[src/rtl/strap_pkg.sv]
package strap_pkg;
  localparam int          DATA_W          = 16;
  localparam int          ADDR_LOW_W      = 3;
  localparam int          WIDE_CS_W       = 5;
  // Reset drive window and float window of the reset pin, in cycles
  localparam int          DRIVE_CYCLES    = 512;
  localparam int          FLOAT_CYCLES    = 10;
  localparam logic [9:0]  DRIVE_LAST      = 10'(DRIVE_CYCLES - 1);
  localparam logic [9:0]  FLOAT_LAST      = 10'(FLOAT_CYCLES - 1);
  // Strap bit positions on the data bus
  localparam int          BIT_BOOT_SIZE   = 0;
  localparam int          BIT_BUS_WIDTH   = 1;
  localparam int          BIT_CS_FUNC     = 2;
  localparam int          BIT_WIDE_LO     = 3;
  localparam int          BIT_PORT_E      = 8;
  localparam int          BIT_PORT_F      = 9;
  localparam int          BIT_GRANT_SEL   = 10;
  localparam int          BIT_TEST        = 11;
  localparam int          BIT_MODULE_LO   = 12;
  localparam int          BIT_MODULE_SEL  = 13;
  // Latched word after reset: all pull-up defaults
  localparam logic [15:0] STRAP_RESET     = 16'hffff;
  // Bus configuration codes
  localparam logic [1:0]  BUS_SINGLE      = 2'h0;
  localparam logic [1:0]  BUS_EXP8        = 2'h1;
  localparam logic [1:0]  BUS_EXP16       = 2'h2;

  typedef enum logic [2:0] {
    ST_DRIVE = 3'h1,
    ST_FLOAT = 3'h2,
    ST_RUN   = 3'h4
  } seq_state_t;
endpackage : strap_pkg

[src/rtl/cs_thermometer.sv]
`timescale 1ns/1ps
// Low strap pin turns its select and all below into address lines
module cs_thermometer (
  input  wire logic [strap_pkg::WIDE_CS_W-1:0] i_strap,
  input  wire logic                            i_enable,
  output logic      [strap_pkg::WIDE_CS_W-1:0] o_is_addr
);
  always_comb begin
    for (int k = 0; k < strap_pkg::WIDE_CS_W; k++) begin
      o_is_addr[k] = 1'b0;
      for (int j = k; j < strap_pkg::WIDE_CS_W; j++) begin
        if (i_enable && !i_strap[j]) begin
          o_is_addr[k] = 1'b1;
        end
      end
    end
  end
endmodule : cs_thermometer

[src/rtl/reset_config_strap_decoder.sv]
`timescale 1ns/1ps
// Operation
// Sample data, fault, clock, break pins in reset
// Weak pull-up on data pins during reset
// Board drives low straps and non-pulled pins
// Clock pin picks synth clock; break pin background
// Fault pin high expanded, low single-chip
// Data pin 1 picks 8 or 16 bits
// Extra options decoded only in 16-bit mode
// Data pin 8 low gives port E
// Data pin 9 low gives port F
// Single-chip: ports A, B, G, H
// 8-bit expanded: data low byte is port H
// 16-bit expanded: all pins are bus pins
// Low address floats in single-chip, drives expanded
// Data pin 0 sets boot select width
// Data pin 2 picks selects or request codes
// Data pins 7:3 thermometer selects to address
// Pins 10,1 low give emulation, 13 module
// Data pin 11 low gives test, 16-bit only
// Latch straps at end of float window
// Hold latched choices until next reset
module reset_config_strap_decoder (
  // Clock and reset
  input  wire logic        i_clock,
  input  wire logic        i_rst_b,
  // Reset request and reset pin
  input  wire logic        i_reset_request,
  input  wire logic        i_reset_pin,
  output logic             o_reset_pin_out,
  output logic             o_reset_pin_oe,
  output logic             o_in_reset,
  // Strap pins
  input  wire logic [15:0] i_data,
  input  wire logic        i_bus_fault_pin,
  input  wire logic        i_clock_source_select_pin,
  input  wire logic        i_debug_break_pin,
  output logic             o_data_pullup_en,
  // Basic options
  output logic             o_synth_clock,
  output logic             o_background_en,
  output logic [1:0]       o_bus_mode,
  output logic [3:0]       o_module_options,
  // Pin functions
  output logic             o_port_a_b_en,
  output logic             o_port_g_en,
  output logic             o_port_h_en,
  output logic             o_low_addr_drive,
  output logic             o_boot_rom_select_16,
  output logic             o_boot_rom_select_active,
  output logic             o_cs_0_3_5_en,
  output logic [4:0]       o_wide_addr_en,
  output logic             o_port_e_en,
  output logic             o_port_f_en,
  output logic             o_emulation_select_en,
  output logic             o_module_select_en,
  output logic             o_test_mode
);
  strap_pkg::seq_state_t state;
  strap_pkg::seq_state_t next_state;
  logic [9:0]            count;
  logic [9:0]            next_count;
  logic [15:0]           strap;
  logic [15:0]           next_strap;
  logic                  fault;
  logic                  next_fault;
  logic                  clk_sel;
  logic                  next_clk_sel;
  logic                  brk;
  logic                  next_brk;
  logic                  exp16;
  logic                  exp8;
  logic [4:0]            wide_addr;

  always_comb begin
    next_state   = state;
    next_count   = count;
    next_strap   = strap;
    next_fault   = fault;
    next_clk_sel = clk_sel;
    next_brk     = brk;
    case (state)
      strap_pkg::ST_DRIVE: begin
        if (i_reset_request) begin
          next_count = '0;
        end else if (count == strap_pkg::DRIVE_LAST) begin
          next_count = '0;
          next_state = strap_pkg::ST_FLOAT;
        end else begin
          next_count = count + 10'h001;
        end
      end
      strap_pkg::ST_FLOAT: begin
        if (count == strap_pkg::FLOAT_LAST) begin
          next_count   = '0;
          next_strap   = i_data;                                   // see
          next_fault   = i_bus_fault_pin;
          next_clk_sel = i_clock_source_select_pin;
          next_brk     = i_debug_break_pin;
          // Pin still held low by someone: another drive period
          next_state   = i_reset_pin ? strap_pkg::ST_RUN : strap_pkg::ST_DRIVE;
        end else begin
          next_count = count + 10'h001;
        end
      end
      strap_pkg::ST_RUN: begin
        // Choices frozen until a fresh request
        if (i_reset_request) begin
          next_count = '0;
          next_state = strap_pkg::ST_DRIVE;
        end
      end
      default: begin
        next_count = '0;
        next_state = strap_pkg::ST_DRIVE;
      end
    endcase
  end

  always_ff @(posedge i_clock or negedge i_rst_b) begin
    if (!i_rst_b) begin
      state   <= strap_pkg::ST_DRIVE;
      count   <= '0;
      strap   <= strap_pkg::STRAP_RESET;
      fault   <= 1'b1;
      clk_sel <= 1'b1;
      brk     <= 1'b1;
    end else begin
      state   <= next_state;
      count   <= next_count;
      strap   <= next_strap;
      fault   <= next_fault;
      clk_sel <= next_clk_sel;
      brk     <= next_brk;
    end
  end

  assign o_in_reset       = (state != strap_pkg::ST_RUN);
  assign o_reset_pin_out  = 1'b0;
  assign o_reset_pin_oe   = (state == strap_pkg::ST_DRIVE);
  assign o_data_pullup_en = o_in_reset;

  assign exp16 = fault && !strap[strap_pkg::BIT_BUS_WIDTH];         // see
  assign exp8  = fault && strap[strap_pkg::BIT_BUS_WIDTH];

  cs_thermometer u_thermo (
    .i_strap   (strap[strap_pkg::BIT_WIDE_LO +: strap_pkg::WIDE_CS_W]),
    .i_enable  (exp16),
    .o_is_addr (wide_addr)
  );

  always_comb begin
    o_synth_clock    = clk_sel;
    o_background_en  = !brk;
    o_bus_mode       = !fault ? strap_pkg::BUS_SINGLE :
                       (exp8 ? strap_pkg::BUS_EXP8 : strap_pkg::BUS_EXP16);
    o_module_options = strap[strap_pkg::BIT_MODULE_LO +: 4];
    o_port_a_b_en    = !fault;                                     // see
    o_port_g_en      = !fault;                                     // see
    o_port_h_en      = !exp16;                                     // see
    o_low_addr_drive = fault;
    // Fixed 8-bit boot in 8-bit mode, 16-bit in single-chip
    o_boot_rom_select_16 = exp16 ? strap[strap_pkg::BIT_BOOT_SIZE] : !exp8;  // see
    o_boot_rom_select_active = !o_in_reset;
    o_cs_0_3_5_en    = !exp16 || strap[strap_pkg::BIT_CS_FUNC];    // see
    o_wide_addr_en   = wide_addr;
    o_port_e_en      = !fault || !strap[strap_pkg::BIT_PORT_E];
    o_port_f_en      = !fault || !strap[strap_pkg::BIT_PORT_F];
    o_emulation_select_en = exp16 && !strap[strap_pkg::BIT_GRANT_SEL];
    o_module_select_en    = o_emulation_select_en &&
                            !strap[strap_pkg::BIT_MODULE_SEL];
    o_test_mode      = exp16 && !strap[strap_pkg::BIT_TEST];       // see
  end
endmodule : reset_config_strap_decoder

[config.mk]
export PLATFORM = sky130hd
export DESIGN_NAME = reset_config_strap_decoder
export DESIGN_NICKNAME = d
export VERILOG_FILES = /design/src/rtl/strap_pkg.sv /design/src/rtl/cs_thermometer.sv /design/src/rtl/reset_config_strap_decoder.sv
export SDC_FILE = /design/constraint.sdc
export NUM_CORES = 1
export LEC_CHECK = 0
export ABC_AREA = 1
export BUFFER_PORTS_ARGS = -buffer_cell sky130_fd_sc_hd__buf_2
export CORE_MARGIN = 2
export CORE_UTILIZATION = 56
export DETAILED_ROUTE_END_ITERATION = 16
export GPL_TIMING_DRIVEN = 0
export PLACE_DENSITY = 0.93
export SYNTH_ARGS = -nofsm -noshare
export SYNTH_HDL_FRONTEND = slang
export SYNTH_SLANG_ARGS = --single-unit
[constraint.sdc]
create_clock -name i_clock -period 2.52 [get_ports i_clock]
set_input_delay 0.756 -clock i_clock [delete_from_list [all_inputs] [get_ports i_clock]]
set_output_delay 0.756 -clock i_clock [all_outputs]
set_load 0.005 [all_outputs]
# Word level (Yosys, flattened, before mapping)
# Cells that the tools add are included.
[totals] wordCells=77 reg_bits=32
[classes] n_reduce_logical=31 n_eq_ne=10 muxes=29 add_sub_neg=1
[op_table] operator="two-way mux 10 bit" count=4
[op_table] operator="case mux 10 bit (3 select lines)" count=1
[op_table] operator="logical NOT 1 bit" count=16
[op_table] operator="two-way mux 1 bit" count=16
[op_table] operator="two-way mux 3 bit" count=5
[op_table] operator="adder 10 x 1 -> 10 bit (second input constant)" count=1
[op_table] operator="== test 10 x 4 -> 1 bit (second input constant)" count=1
[op_table] operator="== test 10 x 9 -> 1 bit (second input constant)" count=1
[op_table] operator="logical AND 1 bit" count=10
[op_table] operator="case mux 3 bit (3 select lines)" count=1
[op_table] operator="inequality test 2 bit (second input constant)" count=3
[op_table] operator="two-way mux 2 bit" count=2
[op_table] operator="AND reduction 4 bit" count=1
[op_table] operator="== test 3 x 1 -> 1 bit (second input constant)" count=1
[op_table] operator="== test 3 x 2 -> 1 bit (second input constant)" count=1
[op_table] operator="== test 3 bit (second input constant)" count=1
[op_table] operator="logical OR 1 bit" count=3
[op_table] operator="inequality test 3 bit (second input constant)" count=1
[op_table] operator="inequality test 2 x 1 -> 1 bit (second input constant)" count=1
[op_table] operator="AND reduction 2 bit" count=1

# Depth between registers and ports, before layout
[logic_depth] word_depth=8 mapped_depth=9

# By module
# A second synthesis with hierarchy kept.
[unflattened] hier_cells=242 area_unflattened_um2=1833.0
[by_module_without_submodules] mod="reset_config_strap_decoder" cells_per_inst=228 area_per_inst_um2=1776.7 n_inst=1 seq_area_each_um2=825.8
[by_module_without_submodules] mod="cs_thermometer" cells_per_inst=14 area_per_inst_um2=56.3 n_inst=1 seq_area_each_um2=0.0

# Worst setup path after synthesis
# Ideal clock, no wire load.
[synth_path] path_kind="register to output" from="register fault (netlist: o_low_addr_drive)" to="output port o_module_select_en" required_ns=1.764 arrival_time_ns=1.156 path_buffers=0 path_stages_with_launch=5 path_slack_ns=0.608 cell_sequence="dfstp_2 > inv_1 > nor2_1 > inv_2 > nor3_1"
[synth_via] elab_chain_len=3
[synth_rtl] element="from (decl)" line="reset_config_strap_decoder.sv:65" source="logic fault;"
[synth_rtl] element="from (signal assigned)" line="reset_config_strap_decoder.sv:132" source="fault <= next_fault;"
[synth_rtl] element="logical AND 1 bit" line="reset_config_strap_decoder.sv:143" source="assign exp16 = fault && !strap[strap_pkg::BIT_BUS_WIDTH];"
[synth_rtl] element="logical AND 1 bit" line="reset_config_strap_decoder.sv:169" source="o_emulation_select_en = exp16 && !strap[strap_pkg::BIT_GRANT_SEL];"
[synth_rtl] element="logical AND 1 bit" line="reset_config_strap_decoder.sv:170" source="o_module_select_en = o_emulation_select_en &&"
[synth_rtl] element="to (decl)" line="reset_config_strap_decoder.sv:56" source="output logic o_module_select_en,"
# No other way between the ends.

# Worst setup path in the final report
# Same ends and word-level chain as after synthesis.

==> results.yml <==
drt:
  viasPerCell: 5.08
  drc: 0
  vias: 1795
  first_iter_violations: 77
  wl_microns: 4020
  wl_per_cell_microns: 11.4
  antenna_left: 0
  first_pass_iters: 4
logic_synthesis:
  synth_edf_count: 0
  synth_ff_type: "dfstp_2"
  syn_area_sq_um: 1880
  yosysTopAreaCellShare_pct: 28.0
  synth_seq_area_share_pct: 44.0
  synth_area_leaders: "dfstp_2 28%, dfrtp_1 16%, nand2_1 16%, inv_1 6.4%, o21ai_0 6.1%"
  synth_cell_type_count: 27
  async_reset_ff_share_pct: 100
  synth_cells: 250
  synth_common_cells: "79 x nand2_1, 32 x inv_1, 23 x o21ai_0, 21 x nand3_1, 20 x dfstp_2"
  synthesis.nets: 275
  synth-seq-cells: 32
  syn_area_per_cell_sq_um: 7.50
  yosysTopAreaCell: "dfstp_2"
  synth_most_common_cell: "nand2_1"
  synth_warnings: 0
cells_and_area:
  drive_gt1_share_pct: 31.9
  finalNetCount: 332
  area_delta_synth_final_pct: 20.0
  fin_area_sq_um: 2250
  n_antenna_cell: 0
  fill_cells: 253
placed_design:
  hpwl_microns: 3010
  dpl-instance-area_sq_um: 2180
  gp_congestion: 0.878
  port_buffers: 50
power:
  p_clk_share_pct: 37.5
  combPwrFrac_pct: 3.7
  sequentialPowerShare_pct: 58.8
  p_sw_share_pct: 21.6
  power_density_nw_per_um2: 389
  p_leak_nw: 1.18
  p_sw_uw: 189
  ir_drop_mv: 0.205
  internal_power_uw: 687
sta:
  finClkSkew_ps: 7.70
  worst_pin_slew_ps: 684
  setup_viol: 0
  post-route-period-util_pct: 90.4
  rsz0062_at_grt: "no"
  min_period_ps: 2280
  drv_slew: 0
  max_freq_ghz: 0.439
  maxSlewHeadroom_pct: 54.4
  hold_viol_final: 0
  holdWs_ps: 458
  fin_setup_tns_ps: 0
cts:
  htreeDepth: 2
  clkTransAtPathRegs_ps: 100
  numCtsBuffers: 5
  cts_hold_buf: 0
  postCtsSetupRepairBufs: 0
  post_cts_resized: 0
  cts_root_buf: "clkbuf_4"
  clock-sinks: 32
  cts_buffer_depth: 2
  cts_tree: "built"
  clock_latency_ps: 330
worst_setup_path:
  regToRegEndpoint: "count[9]"
  cp.required_ps: 1760
  worstReg2RegStart: "count[1]"
  rr_worst_depth: 9
  endpoint: "o_module_select_en"
  crit_fanout: 8
  crit_path_start: "o_low_addr_drive"
  reg2reg_slack_ps: 980
  cp-end-kind: "output pin"
  critical_path_class: "reg2out"
  crit_path_start_kind: "flop"
  cp.arrival_ps: 1520
die:
  core_sq_um: 3280
  start_util_pct: 57.1
  rows: 21
  io_pins: 52
  dieWidth_microns: 61.9
  die_y_microns: 61.9
  dieArea_sq_um: 3830
grt:
  grt_max_degree: 33
  grt_pass1_vias: 1528
  grt_pass1_wl_microns: 6270
  grt_usage_pct: 22.1
  antenna_found_initial: 0
  overflow: 0
run:
  maxCapViolCount: 0
outcome:
  status: "finished clean"
min_path:
  min_path_type: "in2async"
==> layout make-up <==
type,instances,area (sq um),area share (%)
buffer,12,97.6,4.34
clock buffer,7,65.1,2.89
inverter,35,131,5.84
multi-input combinational,171,823,36.6
sequential,32,826,36.7
tap,46,57.6,2.56
timing repair buffer,50,250,11.1
==> layout by cell type (no fill, tap or decap), drive strengths merged <==
cell type,count
clkinv,1
dfrtp,12
o211ai,3
nand2,81
xnor2,1
nand3,22
dfstp,20
nor2,22
ha,2
buf,61
o21ai,24
conb,1
clkbuf,8
xor2,2
nor3,1
o31ai,1
inv,34
a21oi,2
nand4,9
==> logic make-up after synthesis <==
group	after synthesis	share of synthesized area [%]
AND/OR/NAND/NOR	135	32.1
buffers and inverters	47	12.2
flip-flops	32	44.0
AO/OA/AOI/OAI	30	8.74
XOR/XNOR	3	1.40
adder cells (fa/ha/maj)	2	1.33
other	1	0.200
==> layer usage <==
layer  routed length (microns)  vias up  part of all wire [%]  GRT usage, %
met3                       258        6                   6.4          5.38
met1                      1730      823                    43          25.3
met2                      1980       64                    49          40.0
li1                          -      902                     -             -
met5                         0        -                     0             0
met4                        47        0                   1.2          7.60
==> registers in the layout, indices dropped and copies added, names as in the netlist <==
register,cells
count,10
strap,16
o_synth_clock,1
brk,1
state,3
o_low_addr_drive,1
==> worst max-delay path, cell delays in order (launching register included) <==
cell	delay, ps
dfstp_2	580
inv_1	100
nor2_2	160
inv_2	100
nor3_1	130
buf_2	130
==> per-stage QoR <==
stage	util, %	power, mW	setup slack [ps]	instances
detailed placement	66.5	0.556	493	346
floorplan	-	0.527	608	250
finish	68.5	0.875	241	353
global route	68.5	0.899	38.8	353
CTS	68.5	0.880	121	353
global placement	66.5	0.556	529	346
==> power groups by stage <==
stage          combinational (mW)  sequential [mW]  clock, mW
4_1_cts                    0.0326            0.515      0.332
3_3_place_gp               0.0323            0.524          0
3_5_place_dp               0.0323            0.524          0
2_1_floorplan             0.00375            0.524          0
6_report                   0.0322            0.515      0.328
5_1_grt                    0.0367            0.515      0.347
==> worst min path at each step <==
stage,startpoint,end,slack (ps),cells after the start
after CTS,i_rst_b,count[3],470,1
after global routing,strap[3],strap[3],500,2
after global placement,strap[12],strap[12],460,2
final,i_rst_b,count[0],460,1
after floorplan,strap[3],strap[3],450,2
after detailed placement,strap[8],strap[8],470,2
No activity file was read; power rests on OpenSTA's default activity.
